==> config.mk <==
export PLATFORM = sky130hd
export DESIGN_NAME = rucb_config_bank
export DESIGN_NICKNAME = d
export VERILOG_FILES = /design/src/core/rucb_pkg.sv /design/src/core/rucb_config_bank.sv
export SDC_FILE = /design/constraint.sdc
export NUM_CORES = 1
export LEC_CHECK = 0
export BUFFER_PORTS_ARGS = -buffer_cell sky130_fd_sc_hd__clkbuf_2
export CORE_UTILIZATION = 59
export DETAILED_ROUTE_END_ITERATION = 10
export GPL_ROUTABILITY_DRIVEN = 0
export HOLD_SLACK_MARGIN = 0.03
export PLACE_DENSITY = 0.82
export SKIP_CTS_REPAIR_TIMING = 1
export SYNTH_ARGS = -nofsm -noshare
export SYNTH_HDL_FRONTEND = slang
export SYNTH_SLANG_ARGS = --single-unit
==> constraint.sdc <==
create_clock -name clk_sys -period 6.5 [get_ports clk_sys]
set_input_delay 1.3 -clock clk_sys [delete_from_list [all_inputs] [get_ports clk_sys]]
set_output_delay 1.3 -clock clk_sys [all_outputs]
set_load 0.005 [all_outputs]
==> src/core/rucb_pkg.sv <==
// package: register offsets, field positions and timing for the regulator config bank
package rucb_pkg;
  localparam logic [7:0] vendor_options_addr = 8'hd0;
  localparam logic [7:0] user_options_addr = 8'hd1;
  // user options word fields
  localparam int min_duty_hi = 15;
  localparam int min_duty_lo = 14;
  localparam int min_duty_en_bit = 13;
  localparam int hiz_ramp_down_bit = 12;
  localparam int sync_timeout_bit = 11;
  localparam int no_feed_fwd_bit = 9;
  localparam int act_on_faults_bit = 8;
  localparam int ext_sync_bit = 6;
  localparam int sync_out_bit = 5;
  localparam int lowside_on_bit = 2;
  localparam logic [15:0] user_defined_mask = 16'hfb64;
  // vendor options word fields (low byte)
  localparam int sense_ctl_hi = 5;
  localparam int sense_ctl_lo = 4;
  localparam int nonlinear_response_bit = 3;
  localparam int alt_ramp_bit = 2;
  localparam int power_good_pin_bit = 1;
  localparam int sync_push_pull_bit = 0;
  localparam logic [15:0] vendor_defined_mask = 16'h003f;
  localparam logic [15:0] user_reset = 16'h0000;
  localparam logic [15:0] vendor_reset = 16'h0000;
  localparam logic [1:0] sense_gnd_down = 2'h0;
  localparam logic [1:0] sense_vout_down = 2'h1;
  localparam logic [1:0] sense_vout_up = 2'h2;
  // timing
  localparam int clk_hz = 25000000;
  localparam int sync_timeout_ms = 500;
  localparam longint sync_timeout_cycles = longint'(clk_hz) * sync_timeout_ms / 1000;
  localparam int duty_steps = 256;
endpackage

==> src/core/rucb_config_bank.sv <==
// regulator user and vendor configuration bank with ramp, sync and fault logic
// Notes on behaviour
// - bits 15:14 give minimum on-time of 1 to 4 of 256 switching period parts
// - bit 13 enables minimum duty limit during ramps; zero means no minimum
// - bit 12 zero follows fall ramp time; one makes output high-z until undervoltage
// - bit 11 one stops sync output 500 ms after disable; zero keeps it running
// - bit 9 zero corrects loop coefficients for input voltage; one disables correction
// - bit 8 zero ignores received faults, or sequences down outward when sequencing
// - bit 8 one shuts down immediately on any fault from selected group
// - bit 6 zero clocks from the internal oscillator and ignores sync pin; one switches on external sync
// - bit 5 zero keeps sync input only; one drives internal clock out on sync while bit 6 is zero
// - bit 2 sets low-side drive off or on while device is disabled
// - sense control code 10 selects output-referenced up-slope sensing
// - minimum duty floor applies only while ramping, equal to code plus one over 256
// - sense control bits 5:4, code 00 ground down-slope, 01 output down-slope
`timescale 1ns/10ps
module rucb_config_bank #(
  parameter int period_w = 16,
  parameter longint sync_timeout = rucb_pkg::sync_timeout_cycles
) (
  input wire logic clk_sys,
  input wire logic rst,
  input wire logic clk_en,
  input wire logic wr_en,
  input wire logic rd_en,
  input wire logic [7:0] cmd_code,
  input wire logic [15:0] wr_data,
  input wire logic dev_enabled,
  input wire logic ramping,
  input wire logic [period_w-1:0] sw_period,
  input wire logic out_above_uv,
  input wire logic fault_rx,
  input wire logic sequencing_en,
  input wire logic int_osc_clk,
  input wire logic sync_in,
  output logic [15:0] rd_data,
  output logic rd_valid,
  output logic rd_ack_err,
  output logic [period_w-1:0] min_on_time,
  output logic min_on_active,
  output logic stage_hiz,
  output logic follow_fall_ramp,
  output logic feed_fwd_on,
  output logic fault_shutdown,
  output logic fault_seq_down,
  output logic use_ext_sync,
  output logic switch_clk,
  output logic sync_out,
  output logic sync_oe_n,
  output logic lowside_on,
  output logic [1:0] sense_mode,
  output logic sense_vout_ref,
  output logic sense_up_slope,
  output logic nonlinear_response_always,
  output logic alt_ramp_en,
  output logic power_good_pin_push_pull,
  output logic sync_push_pull
);
  logic [15:0] user_options_word;
  logic [15:0] vendor_options_word;
  logic [31:0] tmo_cnt;
  logic sync_stopped;
  logic [period_w+2:0] floor_prod;

  function automatic logic [15:0] masked(input logic [15:0] d, input logic [15:0] m);
    return d & m;
  endfunction

  // register writes
  always_ff @(posedge clk_sys) begin
    if (rst) begin
      user_options_word <= rucb_pkg::user_reset;
      vendor_options_word <= rucb_pkg::vendor_reset;
    end else if (clk_en && wr_en) begin
      if (cmd_code == rucb_pkg::user_options_addr)
        user_options_word <= masked(wr_data, rucb_pkg::user_defined_mask);
      if (cmd_code == rucb_pkg::vendor_options_addr)
        vendor_options_word <= masked(wr_data, rucb_pkg::vendor_defined_mask);
    end
  end

  // register reads
  always_ff @(posedge clk_sys) begin
    if (rst) begin
      rd_data <= 16'h0000;
      rd_valid <= 1'b0;
      rd_ack_err <= 1'b0;
    end else if (clk_en) begin
      rd_valid <= 1'b0;
      rd_ack_err <= 1'b0;
      if (rd_en) begin
        case (cmd_code)
          rucb_pkg::user_options_addr: begin
            rd_data <= user_options_word;
            rd_valid <= 1'b1;
          end
          rucb_pkg::vendor_options_addr: begin
            rd_data <= vendor_options_word;
            rd_valid <= 1'b1;
          end
          default: begin
            rd_data <= 16'h0000;
            rd_ack_err <= 1'b1;
          end
        endcase
      end
    end
  end

  assign floor_prod = (period_w+3)'(sw_period) *
    (period_w+3)'({1'b0, user_options_word[rucb_pkg::min_duty_hi:rucb_pkg::min_duty_lo]} + 3'h1);

  always_ff @(posedge clk_sys) begin
    if (rst) begin
      min_on_time <= '0;
      min_on_active <= 1'b0;
    end else if (clk_en) begin
      min_on_time <= period_w'(floor_prod / rucb_pkg::duty_steps);
      min_on_active <= user_options_word[rucb_pkg::min_duty_en_bit] & ramping;
    end
  end

  // ramp-down, feed-forward, faults, low-side
  always_ff @(posedge clk_sys) begin
    if (rst) begin
      stage_hiz <= 1'b0;
      follow_fall_ramp <= 1'b0;
      feed_fwd_on <= 1'b1;
      fault_shutdown <= 1'b0;
      fault_seq_down <= 1'b0;
      lowside_on <= 1'b0;
    end else if (clk_en) begin
      stage_hiz <= ramping && !dev_enabled && out_above_uv &&
                   user_options_word[rucb_pkg::hiz_ramp_down_bit];
      follow_fall_ramp <= ramping && !dev_enabled &&
                          !user_options_word[rucb_pkg::hiz_ramp_down_bit];
      feed_fwd_on <= !user_options_word[rucb_pkg::no_feed_fwd_bit];
      fault_shutdown <= fault_rx && user_options_word[rucb_pkg::act_on_faults_bit];
      fault_seq_down <= fault_rx && sequencing_en &&
                        !user_options_word[rucb_pkg::act_on_faults_bit];
      lowside_on <= !dev_enabled && user_options_word[rucb_pkg::lowside_on_bit];
    end
  end

  always_ff @(posedge clk_sys) begin
    if (rst) begin
      tmo_cnt <= 32'h0;
      sync_stopped <= 1'b0;
    end else if (clk_en) begin
      if (dev_enabled || !user_options_word[rucb_pkg::sync_timeout_bit]) begin
        tmo_cnt <= 32'h0;
        sync_stopped <= 1'b0;
      end else if (tmo_cnt >= 32'(sync_timeout - 1)) begin
        sync_stopped <= 1'b1;
      end else begin
        tmo_cnt <= tmo_cnt + 32'h1;
      end
    end
  end

  // sync pin and clock source
  always_ff @(posedge clk_sys) begin
    if (rst) begin
      use_ext_sync <= 1'b0;
      switch_clk <= 1'b0;
      sync_out <= 1'b1;
      sync_oe_n <= 1'b1;
    end else if (clk_en) begin
      use_ext_sync <= user_options_word[rucb_pkg::ext_sync_bit];
      switch_clk <= user_options_word[rucb_pkg::ext_sync_bit] ? sync_in : int_osc_clk;
      if (user_options_word[rucb_pkg::sync_out_bit] && !user_options_word[rucb_pkg::ext_sync_bit]
          && !sync_stopped) begin
        sync_out <= int_osc_clk;
        sync_oe_n <= vendor_options_word[rucb_pkg::sync_push_pull_bit] ? 1'b0 : int_osc_clk;
      end else begin
        sync_out <= 1'b1;
        sync_oe_n <= 1'b1;
      end
    end
  end

  // vendor word decode
  always_ff @(posedge clk_sys) begin
    if (rst) begin
      sense_mode <= rucb_pkg::sense_gnd_down;
      sense_vout_ref <= 1'b0;
      sense_up_slope <= 1'b0;
      nonlinear_response_always <= 1'b0;
      alt_ramp_en <= 1'b0;
      power_good_pin_push_pull <= 1'b0;
      sync_push_pull <= 1'b0;
    end else if (clk_en) begin
      sense_mode <= vendor_options_word[rucb_pkg::sense_ctl_hi:rucb_pkg::sense_ctl_lo];
      case (vendor_options_word[rucb_pkg::sense_ctl_hi:rucb_pkg::sense_ctl_lo])
        rucb_pkg::sense_gnd_down: begin
          sense_vout_ref <= 1'b0;
          sense_up_slope <= 1'b0;
        end
        rucb_pkg::sense_vout_down: begin
          sense_vout_ref <= 1'b1;
          sense_up_slope <= 1'b0;
        end
        rucb_pkg::sense_vout_up: begin
          sense_vout_ref <= 1'b1;
          sense_up_slope <= 1'b1;
        end
        default: begin
          sense_vout_ref <= 1'b0;
          sense_up_slope <= 1'b0;
        end
      endcase
      nonlinear_response_always <= vendor_options_word[rucb_pkg::nonlinear_response_bit];
      alt_ramp_en <= vendor_options_word[rucb_pkg::alt_ramp_bit];
      power_good_pin_push_pull <= vendor_options_word[rucb_pkg::power_good_pin_bit];
      sync_push_pull <= vendor_options_word[rucb_pkg::sync_push_pull_bit];
    end
  end
endmodule

==> results of run 1 <==
report_power, final:
part	switching [mW]	internal, mW	total, mW
clock	0.221	0.156	0.377
sequential	0.00301	0.586	0.589
combinational	0.0489	0.0303	0.0791
total	0.273	0.773	1.05
area by class of cell:
cell class | instances | area (um2)
Clock buffer | 10 | 138
Clock inverter | 6 | 50.0
Fill cell | 720 | 2510
Inverter | 35 | 131
Multi-Input combinational cell | 447 | 2940
Sequential cell | 95 | 1900
Tap cell | 105 | 131
Timing Repair Buffer | 98 | 498
state kept, by name, summed over array words and instances (netlist names), 2 cells and up:
name / count
rd_data: 14
min_on_time: 11
sense_mode: 2
vendor_options_word: 6
user_options_word: 10
tmo_cnt: 32
worst max-delay path: cells and delay by family (launching register included):
family          cells  cell delay (ns)
compound gates      4             0.83
fa+ha+maj           3             1.56
buf+inv             1             0.05
flops               1             0.67
simple gates        3             0.75
placed cells by master (no fill, tap or decap), drive strengths merged, types with 7 or more instances in the layout:
cell type / instances
clkbuf: 105
dfxtp: 95
nand2: 79
nor2: 71
inv: 38
mux2i: 31
a21oi: 30
nand3: 27
ha: 19
o21ai: 18
and2: 16
nand2b: 14
a22oi: 14
fa: 14
nand4: 13
xor2: 10
nor3: 9
o31ai: 8
conb: 7
cells in the mapped netlist (all sizes together) (2+ instances only):
cell type  count
dfxtp         95
nand2         79
nor2          71
inv           34
mux2i         31
a21oi         30
nand3         27
clkbuf        22
ha            19
o21ai         18
and2          16
a22oi         14
fa            14
nand2b        14
nand4         13
xor2          10
buf            9
nor3           9
o31ai          8
and3           6
nor4           6
or3            6
a211oi         5
a31oi          4
a21o           3
nor2b          3
o211ai         3
or2            3
a2111oi        2
a41o           2
and4           2
nand4b         2
o221ai         2
o22ai          2
logic make-up after synthesis:
logic type	count (synthesis)	synth area share, %
adder cells (fa/ha/maj)	33	10.1
AO/OA/AOI/OAI	103	14.2
XOR/XNOR	11	1.89
AND/OR/NAND/NOR	262	24.8
buffers and inverters	67	5.54
flip-flops	95	37.3
multiplexers	31	6.08
other	1	0.0735
final timing paths:
| path | from | to | slack, ns |
|---|---|---|---|
| worst min register to register | tmo_cnt[23] | tmo_cnt[23] | 0.46 |
| worst min-delay path | tmo_cnt[23] | tmo_cnt[23] | 0.46 |
| worst max register to register | user_options_word[14] | min_on_time[7] | 2.50 |
| worst max-delay path | user_options_word[14] | min_on_time[7] | 2.50 |
routing by layer:
| layer | GRT usage, % | wire, um | part of all wire (%) | up-vias |
|---|---|---|---|---|
| met2 | 45.0 | 5480 | 47 | 158 |
| met4 | 10.6 | 186 | 1.6 | 0 |
| met5 | 0 | 0 | 0 | - |
| li1 | - | - | - | 2244 |
| met1 | 33.0 | 5180 | 45 | 2154 |
| met3 | 5.96 | 763 | 6.6 | 20 |
==> impl_metrics.env, run 1 <==
export IMPL_status="finished, final reports clean"
export IMPL_ys_ff_latch=95
export IMPL_drc=0
export IMPL_die_area_mm2=0.00903
export IMPL_clk_pin_slew_ns=0.10
export IMPL_worstSetupPathType="register to register"
export IMPL_max_freq_mhz=250
export IMPL_io_pin_count=105
export IMPL_end_kind="register"
export IMPL_fin_hold_ws_ns=0.457
export IMPL_core_area_mm2=0.00830
export IMPL_ir_drop_mv=0.169
export IMPL_syn_inst=603
export IMPL_ys_flop_type="dfxtp_1"
export IMPL_cts_tree="done"
export IMPL_hold_depth=2
export IMPL_clk_latency_ns=0.36
export IMPL_place_area_mm2=0.00560
export IMPL_cp_arrival_ns=4.24
export IMPL_cp_slowest_cell="dfxtp_1"
export IMPL_yosys_top_cells_area="dfxtp_1, mux2i_1, nand2_1"
export IMPL_diodes=0
export IMPL_grt_max_degree=44
export IMPL_post_route_cell_area_mm2=0.00579
export IMPL_clk_path_buf_depth=2
export IMPL_slowest_delay_ns=0.67
export IMPL_die_h_um=95.0
export IMPL_finalSetupViolations=0
export IMPL_grt_pass1_vias=4332
export IMPL_postRouteAntennaNets=0
export IMPL_ys_seq_area_share_pct=37.3
export IMPL_drt_wl_total_um=11600
export IMPL_cts_root_buf="clkbuf_8"
export IMPL_start_util_pct=61.5
export IMPL_async_reset_ff_share_pct=0
export IMPL_finalSetupTns_ns=0
export IMPL_grt_pass1_wl_um=19100
export IMPL_fin_cells=796
export IMPL_slew_violations=0
export IMPL_grtUsageTotal_pct=26.7
export IMPL_portBuffers=95
export IMPL_yosys_warnings=0
export IMPL_syn2layout_area_growth_pct=13.5
export IMPL_fin_crit_ns=4.00
export IMPL_startpoint_type="register"
export IMPL_dr_pass1_iters=5
export IMPL_maxCapViolations=0
export IMPL_crit_path_frequent_cell="ha_1"
export IMPL_antenna_found_initial=0
export IMPL_nNetsFinal=771
export IMPL_synth_top_area_share_pct=37.3
export IMPL_tightest_slew_ns=1.32
export IMPL_reg2regPathDepth=11
export IMPL_synth_edff_count=0
export IMPL_cts_made_buffers=9
export IMPL_rows=33
export IMPL_dp_cells=780
export IMPL_vias_per_cell=5.75
export IMPL_slew_headroom_pct=12.3
export IMPL_gr_total_overflow=0
export IMPL_h_tree_depth=3
export IMPL_critPathRequiredTime_ns=6.75
export IMPL_total_power_mw=1.05
export IMPL_synth_area_leader_cell="dfxtp_1"
export IMPL_crit_chain="ha_1 -> nand2_1 -> fa_1 -> inv_1 -> ha_1 -> a21oi_1 -> o211ai_1 -> o21ai_0 -> o311ai_1 -> and4_1 -> or3b_1"
export IMPL_clock_skew_ns=0.00861
export IMPL_fin_crit_sh_pct=61.5
export IMPL_cp_max_fo=18
export IMPL_die_width_um=95.0
export IMPL_avgSynthCellArea_um2=8.46
export IMPL_layout_setup_ws_ns=2.50
export IMPL_drive_gt1_share_pct=17.9
export IMPL_yosysUniqueCellTypes=61
export IMPL_p_leak_nw=2.62
export IMPL_finalHoldViolations=0
export IMPL_wl_per_cell_um=14.6
export IMPL_rsz0062_at_grt="no"
export IMPL_vias=4576
export IMPL_preCtsSetupSlack_ns=2.49
export IMPL_synthesis_area_mm2=0.00510
export IMPL_cts_sink_count=95
export IMPL_hpwl_um=8620
export IMPL_power_density_mw_per_mm2=181
export IMPL_hold_path_class="register to register"
export IMPL_drt_iter0_markers=295
export IMPL_post_route_util_pct=69.8
(Power assumes the default switching activity.)
==> run 2, diff against run 1 <==
--- a/config.mk
+++ b/config.mk
@@ -6,11 +6,11 @@
 export NUM_CORES = 1
 export LEC_CHECK = 0
 export BUFFER_PORTS_ARGS = -buffer_cell sky130_fd_sc_hd__clkbuf_2
-export CORE_UTILIZATION = 59
+export CORE_UTILIZATION = 50
 export DETAILED_ROUTE_END_ITERATION = 10
 export GPL_ROUTABILITY_DRIVEN = 0
 export HOLD_SLACK_MARGIN = 0.03
-export PLACE_DENSITY = 0.82
+export PLACE_DENSITY = 0.74
 export SKIP_CTS_REPAIR_TIMING = 1
 export SYNTH_ARGS = -nofsm -noshare
 export SYNTH_HDL_FRONTEND = slang
==> constraint.sdc (replaced) <==
create_clock -name clk_sys -period 3.55 [get_ports clk_sys]
set_input_delay 0.71 -clock clk_sys [delete_from_list [all_inputs] [get_ports clk_sys]]
set_output_delay 0.71 -clock clk_sys [all_outputs]
set_load 0.005 [all_outputs]
==> impl_metrics.env, run 2 (synthesized netlist as in run 1, its figures left out) <==
export IMPL_status="finished, final reports clean"
export IMPL_drt_iter0_markers=188
export IMPL_cp_arrival_ns=3.63
export IMPL_grt_pass1_vias=4344
export IMPL_start_util_pct=52.0
export IMPL_drive_gt1_share_pct=18.8
export IMPL_die_area_mm2=0.0106
export IMPL_hold_path_class="register to register"
export IMPL_worstSetupPathType="register to register"
export IMPL_h_tree_depth=3
export IMPL_r2r_end="min_on_time[7]"
export IMPL_post_route_util_pct=59.9
export IMPL_diodes=0
export IMPL_io_pin_count=105
export IMPL_clk_latency_ns=0.37
export IMPL_finalSetupTns_ns=0
export IMPL_maxCapViolations=0
export IMPL_preCtsSetupSlack_ns=0.109
export IMPL_worstReg2RegStart="user_options_word[15]"
export IMPL_nNetsFinal=776
export IMPL_final_cell_mix="dfxtp_1, clkbuf_2, nand2_1"
export IMPL_reg_top3="tmo_cnt x32, rd_data x14, min_on_time x11"
export IMPL_reg2regPathDepth=11
export IMPL_hold_end="stage_hiz"
export IMPL_hold_depth=2
export IMPL_cts_made_buffers=9
export IMPL_tightest_slew_ns=1.17
export IMPL_die_h_um=103
export IMPL_finalHoldViolations=0
export IMPL_end_kind="register"
export IMPL_antenna_found_initial=0
export IMPL_grtUsageTotal_pct=23.2
export IMPL_die_width_um=103
export IMPL_min_from="stage_hiz"
export IMPL_cts_root_buf="clkbuf_8"
export IMPL_slew_violations=0
export IMPL_layout_setup_ws_ns=0.168
export IMPL_gr_total_overflow=0
export IMPL_clk_pin_slew_ns=0.11
export IMPL_vias_per_cell=5.49
export IMPL_postRouteAntennaNets=0
export IMPL_vias=4550
export IMPL_power_density_mw_per_mm2=329
export IMPL_finalSetupViolations=0
export IMPL_fin_hold_ws_ns=0.472
export IMPL_fin_crit_sh_pct=95.3
export IMPL_max_freq_mhz=296
export IMPL_wl_per_cell_um=14.2
export IMPL_r2r_setup_slack_ns=0.17
export IMPL_clk_path_buf_depth=2
export IMPL_drc=0
export IMPL_p_leak_nw=2.65
export IMPL_drt_wl_total_um=11800
export IMPL_cts_sink_count=95
export IMPL_startpoint_type="register"
export IMPL_regMostFlops="tmo_cnt"
export IMPL_critPathRequiredTime_ns=3.80
export IMPL_portBuffers=95
export IMPL_grt_pass1_wl_um=19500
export IMPL_syn2layout_area_growth_pct=15.3
export IMPL_rows=36
export IMPL_hpwl_um=8820
export IMPL_grt_max_degree=36
export IMPL_dr_pass1_iters=5
export IMPL_worstSetupStartpoint="user_options_word[15]"
export IMPL_cts_tree="done"
export IMPL_cp_max_fo=15
export IMPL_clock_skew_ns=0.0139
export IMPL_core_area_mm2=0.00982
export IMPL_ir_drop_mv=0.227
export IMPL_fin_crit_ns=3.38
export IMPL_total_power_mw=1.93
export IMPL_slew_headroom_pct=22.2
export IMPL_largest_reg_flops=32
-- run 2: cell types whose count changed in the layout (fill, tap and decap cells not counted), sizes merged --
cell	before	now
buf	3	8
clkbuf	105	104
clkinv	2	4
inv	38	37
-- run 2: final cells by class --
class	instances	area, um2
multi-input cells	447	2950
fillers	940	3940
flip-flops and latches	95	1900
well taps	133	166
inverters	35	131
clock buffers	9	124
repair buffers	103	536
clock inverters	7	72.6
-- run 2: per-layer routing --
| layer | vias up | GRT usage (%) | wire length [um] |
|---|---|---|---|
| met3 | 16 | 5.56 | 620 |
| met5 | - | 0 | 0 |
| met1 | 2168 | 29.1 | 5280 |
| met2 | 115 | 38.9 | 5630 |
| met4 | 0 | 8.56 | 213 |
| li1 | 2251 | - | - |
-- run 2: per-stage QoR --
step / instance area, um2 / cells
finish: 5880 / 829
global route: 5880 / 829
CTS: 5870 / 829
detailed placement: 5680 / 813
global placement: 5680 / 813
floorplan: 5130 / 609
-- run 2: worst max-delay path by stage --
stage / to / slack (ns) / cells past startpoint
after global placement: min_on_time[10] / 0.22 / 11
after detailed placement: min_on_time[7] / 0.11 / 10
after global routing: min_on_time[7] / -0.03 / 12
after floorplan: min_on_time[7] / 0.24 / 13
after CTS: min_on_time[7] / 0.07 / 10
final: min_on_time[7] / 0.17 / 11
-- run 2: power breakdown --
part | internal [mW] | switching, mW
sequential | 1.07 | 0.00543
combinational | 0.0572 | 0.0908
clock | 0.275 | 0.430
-- run 2: critical path, cell delays in order, from the launching register on --
cell and delay, ns:
dfxtp_1 0.35, ha_2 0.50, nand2_1 0.12, fa_1 0.51, inv_1 0.05, ha_1 0.33
a21oi_1 0.27, o211ai_1 0.14, o21ai_0 0.24, o311ai_2 0.20, and4_1 0.23, or3b_1 0.33
==> run 3, diff against run 2 <==
--- a/config.mk
+++ b/config.mk
@@ -5,7 +5,7 @@
 export SDC_FILE = /design/constraint.sdc
 export NUM_CORES = 1
 export LEC_CHECK = 0
-export BUFFER_PORTS_ARGS = -buffer_cell sky130_fd_sc_hd__clkbuf_2
+export BUFFER_PORTS_ARGS = -buffer_cell sky130_fd_sc_hd__buf_4
 export CORE_UTILIZATION = 50
 export DETAILED_ROUTE_END_ITERATION = 10
 export GPL_ROUTABILITY_DRIVEN = 0
==> impl_metrics.env, run 3 (synthesized netlist as in run 1, its figures left out) <==
export IMPL_status="finished, final reports clean"
export IMPL_crit_chain="ha_4 -> and2_1 -> fa_1 -> ha_1 -> and3_1 -> nand2_1 -> o311ai_1 -> a31oi_1 -> or3b_1"
export IMPL_drt_wl_total_um=11800
export IMPL_slew_headroom_pct=52.9
export IMPL_core_area_mm2=0.00982
export IMPL_worstSetupPathType="register to register"
export IMPL_portBuffers=95
export IMPL_clk_latency_ns=0.36
export IMPL_start_util_pct=52.0
export IMPL_slowest_delay_ns=0.59
export IMPL_min_from="fault_seq_down"
export IMPL_maxCapViolations=0
export IMPL_mostFrequentLayoutCell="buf_4"
export IMPL_clock_skew_ns=0.0138
export IMPL_ir_drop_mv=0.260
export IMPL_fin_crit_ns=3.28
export IMPL_critPathRequiredTime_ns=3.80
export IMPL_largest_reg_flops=32
export IMPL_post_route_cell_area_mm2=0.00613
export IMPL_fin_crit_sh_pct=92.3
export IMPL_p_leak_nw=2.71
export IMPL_regMostFlops="tmo_cnt"
export IMPL_place_area_mm2=0.00591
export IMPL_slew_violations=0
export IMPL_startpoint_type="register"
export IMPL_hold_depth=2
export IMPL_end_kind="register"
export IMPL_die_h_um=103
export IMPL_critPathBufInv=0
export IMPL_r2r_end="min_on_time[7]"
export IMPL_io_pin_count=105
export IMPL_cts_tree="done"
export IMPL_grt_pass1_vias=4223
export IMPL_wl_per_cell_um=14.2
export IMPL_rows=36
export IMPL_cp_arrival_ns=3.53
export IMPL_dr_pass1_iters=4
export IMPL_nNetsFinal=775
export IMPL_die_width_um=103
export IMPL_finalHoldViolations=0
export IMPL_clk_path_buf_depth=2
export IMPL_worstReg2RegStart="user_options_word[15]"
export IMPL_hold_path_class="register to register"
export IMPL_tightest_slew_ns=0.707
export IMPL_total_power_mw=2.00
export IMPL_finalSetupViolations=0
export IMPL_cp_slowest_cell="o311ai_1"
export IMPL_power_density_mw_per_mm2=326
export IMPL_grtUsageTotal_pct=22.9
export IMPL_rsz0062_at_grt="no"
export IMPL_reg2regPathDepth=9
export IMPL_cp_max_fo=15
export IMPL_max_freq_mhz=305
export IMPL_hpwl_um=8620
export IMPL_postRouteAntennaNets=0
export IMPL_grt_max_degree=69
export IMPL_vias_per_cell=5.48
export IMPL_cts_made_buffers=9
export IMPL_finalSetupTns_ns=0
export IMPL_clk_pin_slew_ns=0.10
export IMPL_syn2layout_area_growth_pct=20.0
export IMPL_reg_top3="tmo_cnt x32, rd_data x14, min_on_time x11"
export IMPL_diodes=0
export IMPL_final_cell_mix="buf_4, dfxtp_1, nand2_1"
export IMPL_drc=0
export IMPL_drive_gt1_share_pct=18.4
export IMPL_die_area_mm2=0.0106
export IMPL_antenna_found_initial=0
export IMPL_grt_pass1_wl_um=19200
export IMPL_hold_end="fault_seq_down"
export IMPL_crit_family="adder cells"
export IMPL_gr_total_overflow=0
export IMPL_r2r_setup_slack_ns=0.27
export IMPL_cts_sink_count=95
export IMPL_vias=4536
export IMPL_h_tree_depth=3
export IMPL_drt_iter0_markers=230
export IMPL_cts_root_buf="clkbuf_8"
## run 3: routing by layer
layer | routed length [um] | GRT usage [%] | vias to the layer above
li1 | - | - | 2245
met4 | 169 | 8.99 | 0
met5 | 0 | 0 | -
met1 | 5210 | 27.8 | 2153
met3 | 769 | 6.10 | 15
met2 | 5620 | 38.7 | 123
## run 3: cell type report
class / count / area, um2
clock inverter: 5 / 65.1
fill: 903 / 3690
clock buffer: 11 / 141
multi-input combinational: 447 / 2950
sequential: 95 / 1900
inverter: 35 / 131
timing repair buffer: 102 / 766
tap: 133 / 166
## run 3: through the flow
stage          hold slack [ns]  setup slack [ns]  util, %  std cells
2_1_floorplan            0.430             0.242        -        609
3_3_place_gp             0.442             0.225     60.2        812
3_5_place_dp             0.444             0.133     60.2        812
4_1_cts                  0.470           0.00420     62.3        828
5_1_grt                  0.495             0.139     62.4        828
6_report                 0.467             0.275     62.4        828
## run 3: worst reg2reg max path, delay by kind of cell (launching register included)
kind | cells | cell delay, ns
AO/OA/AOI/OAI | 2 | 0.77
flip-flops | 1 | 0.41
AND/OR/NAND/NOR | 4 | 0.91
adder cells (fa/ha/maj) | 3 | 1.09
## run 3: worst max path at each step
stage / slack [ns] / cells after the start / start / end
finish: 0.27 / 9 / user_options_word[15] / min_on_time[7]
global route: 0.14 / 11 / user_options_word[15] / min_on_time[7]
CTS: 0.004 / 11 / user_options_word[15] / min_on_time[10]
detailed placement: 0.13 / 11 / user_options_word[15] / min_on_time[10]
global placement: 0.22 / 11 / user_options_word[15] / min_on_time[10]
floorplan: 0.24 / 13 / user_options_word[14] / min_on_time[7]
## run 3: power by group
group | total (mW) | internal [mW] | switching (mW)
clock | 0.752 | 0.353 | 0.399
combinational | 0.166 | 0.0761 | 0.0900
sequential | 1.08 | 1.07 | 0.00494
total | 2.00 | 1.50 | 0.494
